`config.mk`:
```
export PLATFORM = sky130hd
export DESIGN_NAME = system_address_decoder
export DESIGN_NICKNAME = d
export VERILOG_FILES = /design/src/hw/addr_map_pkg.sv /design/src/hw/region_match.sv /design/src/hw/system_address_decoder.sv
export SDC_FILE = /design/constraint.sdc
export NUM_CORES = 1
export LEC_CHECK = 0
export BUFFER_PORTS_ARGS = -buffer_cell sky130_fd_sc_hd__buf_4
export CORE_UTILIZATION = 40
export CTS_BUF_LIST = sky130_fd_sc_hd__clkbuf_2
export DETAILED_ROUTE_END_ITERATION = 6
export GPL_TIMING_DRIVEN = 0
export HOLD_SLACK_MARGIN = 0.12
export PLACE_DENSITY = 0.69
export SYNTH_ARGS = -nofsm -noshare
export SYNTH_HDL_FRONTEND = slang
export SYNTH_SLANG_ARGS = --single-unit
```
`constraint.sdc`:
```
create_clock -name clk -period 2.2 [get_ports clk]
set_input_delay 0.22 -clock clk [delete_from_list [all_inputs] [get_ports clk]]
set_output_delay 0.22 -clock clk [all_outputs]
set_load 0.05 [all_outputs]
```
`src/hw/addr_map_pkg.sv`:
```
// Package with the system address map constants and carrier types
package addr_map_pkg;
   localparam int unsigned ADDR_W = 32;
   localparam logic [31:0] DRAM_BASE = 32'h0000_0000;
   localparam logic [31:0] DRAM_SIZE = 32'h4000_0000;
   localparam logic [31:0] FAB0_BASE = 32'h4000_0000;
   localparam logic [31:0] FAB0_SIZE = 32'h4000_0000;
   localparam logic [31:0] FAB1_BASE = 32'h8000_0000;
   localparam logic [31:0] FAB1_SIZE = 32'h4000_0000;
   localparam logic [31:0] IO_GROUP_BASE = 32'he000_0000;
   localparam logic [31:0] IO_GROUP_SIZE = 32'h1000_0000;
   localparam logic [31:0] RSV0_BASE = 32'hf000_0000;
   localparam logic [31:0] RSV0_SIZE = 32'h0800_0000;
   localparam logic [31:0] APB_BASE = 32'hf800_0000;
   localparam logic [31:0] APB_SIZE = 32'h0200_0000;
   localparam logic [31:0] RSV1_BASE = 32'hfa00_0000;
   localparam logic [31:0] RSV1_SIZE = 32'h0200_0000;
   localparam logic [31:0] QSPI_BASE = 32'hfc00_0000;
   localparam logic [31:0] QSPI_SIZE = 32'h03fc_0000;
   localparam logic [31:0] QSPI_BACKED = 32'h0200_0000;
   localparam logic [31:0] HIRAM_BASE = 32'hfffc_0000;
   localparam logic [31:0] HIRAM_SIZE = 32'h0004_0000;

   typedef enum logic [3:0] {
      TGT_DRAM = 4'h0,
      TGT_FAB0 = 4'h1,
      TGT_FAB1 = 4'h2,
      TGT_IO_GROUP = 4'h3,
      TGT_APB = 4'h4,
      TGT_QSPI = 4'h5,
      TGT_HIRAM = 4'h6,
      TGT_ERR = 4'h7
   } target_t;

   typedef struct packed {
      logic valid;
      logic write;
      logic [31:0] addr;
   } req_t;

   typedef struct packed {
      logic valid;
      logic write;
      target_t target;
      logic decode_err;
      logic [31:0] offset;
   } route_t;
endpackage

```
`src/hw/region_match.sv`:
```
// Single region comparator: hit flag and offset within the region
`timescale 1ns/100ps
module region_match
   import addr_map_pkg::*;
#(
   parameter logic [31:0] BASE = 32'h0000_0000,
   parameter logic [31:0] SIZE = 32'h0000_1000
) (
   input wire logic [31:0] addr,
   output logic hit,
   output logic [31:0] offset
);
   // Subtract first so a region may end at the top of the space
   always_comb begin
      offset = addr - BASE;
      hit = (addr >= BASE) && (offset < SIZE);
   end
endmodule

```
`src/hw/system_address_decoder.sv`:
```
// Top-level system address decoder routing each access to one region
// Contract
// - Flat 4 GB, 32-bit byte address space; each access hits at most one region
// - First 1,024 MB from zero go to DRAM and on-chip RAM
// - 1,024 MB from 0x4000_0000 go to fabric AXI slave port 0
// - 1,024 MB from 0x8000_0000 go to fabric AXI slave port 1
// - 32 MB from 0xF800_0000 go to APB control and status registers
// - From 0xFC00_0000 quad-SPI linear window; only lower 32 MB backed
// - Top 256 KB reach on-chip RAM when mapped high
`timescale 1ns/100ps
module system_address_decoder
   import addr_map_pkg::*;
(
   input wire logic clk,
   input wire logic rst_b,
   input wire logic req_valid,
   input wire logic req_write,
   input wire logic [31:0] req_addr,
   input wire logic on_chip_ram_high,
   output route_t route_q
);
   localparam int NREG = 9;
   localparam logic [31:0] BASES [NREG] = '{DRAM_BASE, FAB0_BASE,
      FAB1_BASE, IO_GROUP_BASE, RSV0_BASE, APB_BASE, RSV1_BASE, QSPI_BASE,
      HIRAM_BASE};
   localparam logic [31:0] SIZES [NREG] = '{DRAM_SIZE, FAB0_SIZE,
      FAB1_SIZE, IO_GROUP_SIZE, RSV0_SIZE, APB_SIZE, RSV1_SIZE, QSPI_SIZE,
      HIRAM_SIZE};

   logic [NREG-1:0] hit;
   logic [31:0] offs [NREG];
   route_t route_d;

   // Comparator bank, one per map entry
   genvar g;
   generate
      for (g = 0; g < NREG; g++) begin : g_rm
         region_match #(.BASE(BASES[g]), .SIZE(SIZES[g])) u_rm (
            .addr(req_addr),
            .hit(hit[g]),
            .offset(offs[g])
         );
      end
   endgenerate

   // Holes (0xc000_0000 to 0xdfff_ffff) also fall to the error target
   always_comb begin
      route_d = '0;
      route_d.valid = req_valid;
      route_d.write = req_write;
      route_d.target = TGT_ERR;
      route_d.decode_err = 1'b1;
      route_d.offset = req_addr;
      if (hit[0]) begin
         route_d.target = TGT_DRAM;
         route_d.decode_err = 1'b0;
         route_d.offset = offs[0];
      end else if (hit[1]) begin
         route_d.target = TGT_FAB0;
         route_d.decode_err = 1'b0;
         route_d.offset = offs[1];
      end else if (hit[2]) begin
         route_d.target = TGT_FAB1;
         route_d.decode_err = 1'b0;
         route_d.offset = offs[2];
      end else if (hit[3]) begin
         route_d.target = TGT_IO_GROUP;
         route_d.decode_err = 1'b0;
         route_d.offset = offs[3];
      end else if (hit[5]) begin
         route_d.target = TGT_APB;
         route_d.decode_err = 1'b0;
         route_d.offset = offs[5];
      end else if (hit[7] && offs[7] < QSPI_BACKED) begin
         // Unbacked upper part of the flash window errors out
         route_d.target = TGT_QSPI;
         route_d.decode_err = 1'b0;
         route_d.offset = offs[7];
      end else if (hit[8] && on_chip_ram_high) begin
         route_d.target = TGT_HIRAM;
         route_d.decode_err = 1'b0;
         route_d.offset = offs[8];
      end
      if (!req_valid) begin
         route_d = '0;
      end
   end

   always_ff @(posedge clk) begin
      if (!rst_b) begin
         route_q <= '0;
      end else begin
         route_q <= route_d;
      end
   end

   // Assertion helpers: the access seen one edge back, lined up with
   // route_q; flops rather than sampled functions so reset clears them
   logic seen_v_d;
   logic seen_w_d;
   logic seen_hi_d;
   logic [31:0] seen_a_d;
   logic seen_v_q;
   logic seen_w_q;
   logic seen_hi_q;
   logic [31:0] seen_a_q;

   always_comb begin
      seen_v_d = req_valid;
      seen_w_d = req_write;
      seen_hi_d = on_chip_ram_high;
      seen_a_d = req_addr;
   end

   always_ff @(posedge clk) begin
      if (!rst_b) begin
         seen_v_q <= 1'b0;
         seen_w_q <= 1'b0;
         seen_hi_q <= 1'b0;
         seen_a_q <= 32'h0000_0000;
      end else begin
         seen_v_q <= seen_v_d;
         seen_w_q <= seen_w_d;
         seen_hi_q <= seen_hi_d;
         seen_a_q <= seen_a_d;
      end
   end

   // Window test shared by the route checks; base-relative so no overflow
   function automatic logic in_win(input logic [31:0] a,
      input logic [31:0] base, input logic [31:0] size);
      logic [31:0] rel;
      rel = a - base;
      return (a >= base) && (rel < size);
   endfunction

   a_one_region: assert property (
      @(posedge clk) disable iff (!rst_b)
      route_q.valid |-> (route_q.decode_err == (route_q.target == TGT_ERR)))
      else $error("error flag and target disagree");

   a_reset_clear: assert property (
      @(posedge clk)
      !rst_b |=> route_q == '0)
      else $error("route not cleared by reset");

   a_idle_zero: assert property (
      @(posedge clk) disable iff (!rst_b)
      !req_valid |=> route_q == '0)
      else $error("idle cycle left a route");

   a_write_pass: assert property (
      @(posedge clk) disable iff (!rst_b)
      seen_v_q |-> route_q.valid && route_q.write == seen_w_q)
      else $error("access kind not passed through");

   a_hole_err: assert property (
      @(posedge clk) disable iff (!rst_b)
      seen_v_q && seen_a_q[31:29] == 3'h6 |->
      route_q.target == TGT_ERR && route_q.offset == seen_a_q)
      else $error("unmapped hole not errored");

   a_dram_route: assert property (
      @(posedge clk) disable iff (!rst_b)
      req_valid && req_addr[31:30] == 2'h0 |=> route_q.target == TGT_DRAM)
      else $error("low address not routed to dram");

   a_dram_offset: assert property (
      @(posedge clk) disable iff (!rst_b)
      seen_v_q && in_win(seen_a_q, DRAM_BASE, DRAM_SIZE) |->
      route_q.offset == seen_a_q - DRAM_BASE)
      else $error("dram offset wrong");

   a_fab0_route: assert property (
      @(posedge clk) disable iff (!rst_b)
      req_valid && req_addr[31:30] == 2'h1 |=>
      route_q.target == TGT_FAB0 && route_q.offset == {2'h0, seen_a_q[29:0]})
      else $error("fabric port 0 misrouted");

   a_fab1_route: assert property (
      @(posedge clk) disable iff (!rst_b)
      req_valid && req_addr[31:30] == 2'h2 |=> route_q.target == TGT_FAB1)
      else $error("fabric port 1 misrouted");

   a_fab1_offset: assert property (
      @(posedge clk) disable iff (!rst_b)
      seen_v_q && in_win(seen_a_q, FAB1_BASE, FAB1_SIZE) |->
      route_q.offset == seen_a_q - FAB1_BASE)
      else $error("fabric port 1 offset wrong");

   a_apb_route: assert property (
      @(posedge clk) disable iff (!rst_b)
      req_valid && req_addr[31:25] == 7'h7c |=> route_q.target == TGT_APB)
      else $error("register window misrouted");

   a_apb_offset: assert property (
      @(posedge clk) disable iff (!rst_b)
      seen_v_q && in_win(seen_a_q, APB_BASE, APB_SIZE) |->
      route_q.offset == seen_a_q - APB_BASE)
      else $error("register window offset wrong");

   a_qspi_route: assert property (
      @(posedge clk) disable iff (!rst_b)
      route_q.target == TGT_QSPI |-> seen_v_q && seen_a_q[31:25] == 7'h7e)
      else $error("flash target outside backed window");

   a_qspi_offset: assert property (
      @(posedge clk) disable iff (!rst_b)
      seen_v_q && in_win(seen_a_q, QSPI_BASE, QSPI_BACKED) |->
      route_q.target == TGT_QSPI && route_q.offset == seen_a_q - QSPI_BASE)
      else $error("backed flash access misrouted");

   // Unbacked flash space must not reach the flash controller
   a_qspi_unbacked: assert property (
      @(posedge clk) disable iff (!rst_b)
      seen_v_q && seen_a_q >= QSPI_BASE + QSPI_BACKED &&
      seen_a_q < HIRAM_BASE |-> route_q.decode_err)
      else $error("unbacked flash access not errored");

   a_hiram_route: assert property (
      @(posedge clk) disable iff (!rst_b)
      seen_v_q && seen_a_q[31:18] == 14'h3fff |->
      route_q.target == (seen_hi_q ? TGT_HIRAM : TGT_ERR))
      else $error("high ram routing wrong");

   a_reserved_err: assert property (
      @(posedge clk) disable iff (!rst_b)
      req_valid && (req_addr[31:27] == 5'h1e || req_addr[31:25] == 7'h7d)
      |=> route_q.decode_err && route_q.valid)
      else $error("reserved window did not error");

   a_io_route: assert property (
      @(posedge clk) disable iff (!rst_b)
      seen_v_q && in_win(seen_a_q, IO_GROUP_BASE, IO_GROUP_SIZE) |->
      route_q.target == TGT_IO_GROUP &&
      route_q.offset == seen_a_q - IO_GROUP_BASE)
      else $error("io group misrouted");
endmodule

```
==> summary.md, run 1 <==
| Metric | Value |
|---|---|
| Crit path capture type | `register` |
| Post-CTS Setup Bufs | `0` |
| Vias post-DR | `1692` |
| Routed wire length | `4.86 mm` |
| Clk sink count | `38` |
| Die height | `67.6 um` |
| Vias in the first global route | `1638` |
| Area of the multi-input gates | `901 sq um` |
| Post-DR wirelength/cell | `14.6 um` |
| H-tree levels | `2` |
| Startpoint Class | `primary input` |
| Worst min path class | `primary input to register` |
| Final cell count without fillers | `332` |
| Ys async rst share | `0` |
| Top reg by flops | `route_q` |
| Final nets | `331` |
| Total GRT Usage | `0.230` |
| Finish-stage setup viols | `0` |
| Register Area | `761 sq um` |
| Max FFs per register | `38` |
| Clock Path Buffers | `2` |
| # IOs | `76` |
| Synth cell types | `44` |
| Port Buffer Count | `74` |
| Mean Syn Cell Area | `10.1 sq um` |
| Critical Path Source | `req_addr[27]` |
| Die Wd | `67.6 um` |
| Fmax achieved | `0.485 GHz` |
| Post-DP HPWL | `3.39 mm` |
| Initial DRC Count | `71` |
| Post-Syn Area | `0.00172 sq mm` |
| Initial antenna violation count | `0` |
| Share of cells above drive strength 1 | `0.355` |
| DRC viols | `0` |
| Final number of hold-violating endpoints | `0` |
| Routability Congestion | `0.869` |
| IR drop worst, VDD | `0.208 mV` |
| WP data arrival | `2320 ps` |
| First-pass iteration count of the detailed router | `4` |
| Leak | `1.33 nW` |
| Fin crit period | `2060 ps` |
| Inserted Clock Buffers | `5` |
| First-pass GRT wire length | `7.73 mm` |
| Setup crit end | `route_q[34]` |
| Reg clk slew, reported paths | `180 ps` |
| Initial Util | `0.424` |
| Placed insts | `294` |
| Final worst-path cycle share | `0.937` |
| Ant. Diodes | `0` |
| Fill cells | `340` |
| Crit Path Class | `primary input to register` |
| Antenna Nets Post-Route | `0` |
| Number of enable flip-flop cells after synthesis | `0` |
| Flops & latches, synth | `38` |
| Root Buffer | `clkbuf_2` |
| Sequential element share of the synthesized area | `0.442` |
| Largest net degree at the start of global routing | `13` |
| CORE AREA | `0.00406 sq mm` |
| Critical Path Fanout Max | `12` |
| Prevailing post-synth register cell | `dfxtp_1` |
| Synth Instances | `170` |
| RSZ-0062 raised after global routing | `false` |
| Rows | `23` |
| Synth warn | `0` |
| CP Data Required Time | `2460 ps` |
| Vias per cell | `5.10` |
| Outcome | `finished clean` |
| Synth-to-layout area growth | `55.9%` |
| Die area | `0.00457 sq mm` |
| Grt ovf | `0` |
| Max capacitance violation total | `0` |
| Fin worst setup slack | `138 ps` |
| Pre-CTS setup slack | `226 ps` |
| CTS tree | `done` |
| Syn nets | `220` |
| Max Slew Vio Count | `0` |
| Biggest regs | `route_q x38` |
| PD cells | `523 mW/mm^2` |
| Setup TNS | `0 ps` |
==> repair_timing <==
item                       4_1_cts  5_1_grt
resized for setup                0        1
setup endpoints to repair        0        3
hold buffers                    30        0
hold endpoints to repair        30        0
==> layer usage <==
metal	global-route usage	routed length, um
met1	0.269	2080
met2	0.405	2400
met3	0.0473	298
met4	0.0878	75
met5	0	0
==> cell families (layout without fill, tap and decap cells) <==
| logic type | Yosys count | count (layout) | synth area share |
|---|---|---|---|
| AND/OR/NAND/NOR | 77 | 77 | 0.287 |
| other | 1 | 1 | 0.00218 |
| XOR/XNOR | 1 | 1 | 0.00509 |
| multiplexers | 1 | 1 | 0.00582 |
| AO/OA/AOI/OAI | 25 | 25 | 0.126 |
| adder cells (fa/ha/maj) | 13 | 13 | 0.0945 |
| buffers and inverters | 14 | 126 | 0.0371 |
| flip-flops | 38 | 38 | 0.442 |
==> power by group <==
group          total (mW)  switching (mW)  leakage, nW  internal [mW]
Clock               0.292           0.214       0.0304         0.0782
Combinational       0.385           0.225        0.984          0.160
Sequential          0.727         0.00811        0.312          0.719
Total                1.40           0.447         1.33          0.957
==> cell usage after synthesis (all sizes together) (4+ instances only) <==
master	n	area [sq um]
a21oi	6	41.3
and3	27	169
clkbuf	5	18.8
dfxtp	38	761
ha	13	163
inv	7	26.3
nand2	9	36.3
nand3	8	50.1
nand4	8	50.1
nor3	4	20.0
nor4	8	62.6
o21ai	4	23.8
==> cells in the final DEF, fill, tap and decap left out, types with 2 or more instances in the layout <==
| master | count |
|---|---|
| buf_4 | 75 |
| dfxtp_1 | 38 |
| dlygate4sd3_1 | 30 |
| and3_1 | 27 |
| ha_1 | 13 |
| nand2_1 | 8 |
| nand4_1 | 8 |
| inv_1 | 7 |
| nor4_1 | 6 |
| nand3_1 | 6 |
| clkbuf_2 | 6 |
| clkbuf_1 | 5 |
| a21oi_1 | 5 |
| nor3_1 | 4 |
| nor4b_2 | 2 |
| nor4_2 | 2 |
| and2_1 | 2 |
| a211oi_1 | 2 |
| nor2_1 | 2 |
| o211a_1 | 2 |
| o21ai_0 | 2 |
| nand3_2 | 2 |
| o22ai_1 | 2 |
==> how the worst min path moves through the flow <==
stage                     slack (ps)         start  depth (start not counted)          end
after detailed placement         460   req_addr[6]                          2   route_q[6]
final                            210  req_addr[26]                          3  route_q[26]
after global routing             180  req_addr[26]                          3  route_q[26]
after CTS                        190  req_addr[26]                          3  route_q[26]
after floorplan                  330  req_addr[27]                          1  route_q[27]
after global placement           460   req_addr[6]                          2   route_q[6]
==> final cells by class <==
type,instances,share of cell area
Multi-Input combinational cell,118,0.336
Timing Repair Buffer,104,0.319
Sequential cell,38,0.284
Tap cell,50,0.0233
Buffer,7,0.0140
Clock buffer,6,0.0112
Inverter,7,0.00979
Clock inverter,2,0.00326
==> critical path, stage by stage <==
cell           delay (ps)
dlygate4sd3_1         530
buf_4                 190
ha_1                  290
nor2b_1               170
nor3b_1               210
o2111a_2              290
nand2_2               100
a211oi_1              230
nor4_1                 80
==> stage by stage <==
| step | power (mW) | hold slack (ps) | util | instance area [sq um] |
|---|---|---|---|---|
| after floorplan | 0.939 | 330 | - | 1720 |
| after global placement | 1.08 | 459 | 0.576 | 2340 |
| after detailed placement | 1.08 | 460 | 0.576 | 2340 |
| after CTS | 1.41 | 192 | 0.660 | 2680 |
| after global routing | 1.48 | 179 | 0.661 | 2680 |
| final | 1.40 | 212 | 0.661 | 2680 |
No activity file was read; power rests on OpenSTA's default activity.
==> inputs of run 2 (changes only) <==
--- a/config.mk
+++ b/config.mk
@@ -9,9 +9,9 @@
 export CORE_UTILIZATION = 40
 export CTS_BUF_LIST = sky130_fd_sc_hd__clkbuf_2
 export DETAILED_ROUTE_END_ITERATION = 6
-export GPL_TIMING_DRIVEN = 0
 export HOLD_SLACK_MARGIN = 0.12
 export PLACE_DENSITY = 0.69
+export REMOVE_ABC_BUFFERS = 1
 export SYNTH_ARGS = -nofsm -noshare
 export SYNTH_HDL_FRONTEND = slang
 export SYNTH_SLANG_ARGS = --single-unit
==> summary.md, run 2 (synthesized netlist as in run 1, its figures left out) <==
| Metric | Value |
|---|---|
| Fin worst setup slack | `152 ps` |
| Final worst-path cycle share | `0.931` |
| Port Buffer Count | `74` |
| Max capacitance violation total | `0` |
| Final cell count without fillers | `325` |
| Most frequent cells in the layout | `75 x buf_4, 38 x dfxtp_1, 29 x dlygate4sd3_1` |
| Antenna Nets Post-Route | `0` |
| Register Area | `761 sq um` |
| First-pass iteration count of the detailed router | `4` |
| Fill cells | `323` |
| Biggest regs | `route_q x38` |
| Vias per cell | `5.31` |
| Initial antenna violation count | `0` |
| Vias in the first global route | `1661` |
| Finish-stage setup viols | `0` |
| H-tree levels | `2` |
| Clock Path Buffers | `2` |
| Share of cells above drive strength 1 | `0.364` |
| Root Buffer | `clkbuf_2` |
| Placed insts | `287` |
| CTS tree | `done` |
| Critical Path Fanout Max | `3` |
| # IOs | `76` |
| Reg clk slew, reported paths | `180 ps` |
| Pre-CTS setup slack | `292 ps` |
| Fin crit period | `2050 ps` |
| Final nets | `324` |
| Final number of hold-violating endpoints | `0` |
| Fmax achieved | `0.488 GHz` |
| Inserted Clock Buffers | `5` |
| RSZ-0062 raised after global routing | `false` |
| Post-DR wirelength/cell | `14.9 um` |
| Area of the multi-input gates | `908 sq um` |
| Rows | `23` |
| Die height | `67.6 um` |
| CP Data Required Time | `2490 ps` |
| Ant. Diodes | `0` |
| Synth-to-layout area growth | `55.6%` |
| Worst min path class | `primary input to register` |
| IR drop worst, VDD | `0.280 mV` |
| DRC viols | `0` |
| Crit Path Class | `primary input to register` |
| Leak | `1.33 nW` |
| Clk sink count | `38` |
| PD cells | `567 mW/mm^2` |
| Startpoint Class | `primary input` |
| First-pass GRT wire length | `7.67 mm` |
| Setup TNS | `0 ps` |
| Largest net degree at the start of global routing | `21` |
| WP data arrival | `2330 ps` |
| Routability Congestion | `0.889` |
| Grt ovf | `0` |
| Max FFs per register | `38` |
| Post-DP HPWL | `3.32 mm` |
| Die area | `0.00457 sq mm` |
| Crit path capture type | `register` |
| Max Slew Vio Count | `0` |
| Die Wd | `67.6 um` |
| Initial Util | `0.424` |
| CORE AREA | `0.00406 sq mm` |
| Commonest non-fill, non-tap cell in the layout | `buf_4` |
| Initial DRC Count | `76` |
| Vias post-DR | `1725` |
| Total GRT Usage | `0.227` |
| Outcome | `finished clean` |
| Top reg by flops | `route_q` |
| Routed wire length | `4.84 mm` |
## run 2: final cells by class
type	count	share of cell area
Inverter	7	0.00982
Sequential cell	38	0.284
Timing Repair Buffer	104	0.319
Clock buffer	5	0.00935
Tap cell	50	0.0234
Multi-Input combinational cell	118	0.339
Clock inverter	3	0.0150
## run 2: what timing repair did
item / 4_1_cts / 5_1_grt
endpoints found under the hold margin: 29 / 0
resized for setup: 0 / 2
setup endpoints to repair: 0 / 11
hold buffers: 29 / 0
setup buffers: 0 / 1
## run 2: layer usage
metal / vias up / GRT usage / part of all wire
met5: - / 0 / 0
met4: 0 / 0.0957 / 0.031
li1: 841 / - / -
met1: 795 / 0.271 / 0.43
met2: 75 / 0.384 / 0.47
met3: 14 / 0.0557 / 0.069
## run 2: path summary, 6_finish.rpt
path | endpoint | startpoint | cells after the start | slack (ps)
hold / removal | route_q[27] | req_addr[27] | 2 | 150
setup / recovery | route_q[34] | req_addr[12] | 8 | 150
## run 2: worst max-delay path, cell delays in order
cell	delay [ps]
dlygate4sd3_1	550
buf_4	140
nor4_1	390
nand4_1	220
o21bai_1	350
and2_1	200
a211oi_1	60
nor4_1	200
## run 2: per-stage QoR
stage	power (mW)	area, sq um	hold WS, ps	util
after floorplan	0.927	1680	330	-
after global placement	1.07	2300	457	0.567
after detailed placement	1.07	2300	460	0.567
final	1.52	2680	151	0.660
after global routing	1.59	2680	125	0.660
after CTS	1.52	2660	135	0.655
## run 2: power by group
part	total (mW)	switching (mW)	internal [mW]
Combinational	0.379	0.223	0.156
Sequential	0.727	0.00803	0.719
Clock	0.411	0.222	0.189
Total	1.52	0.453	1.06
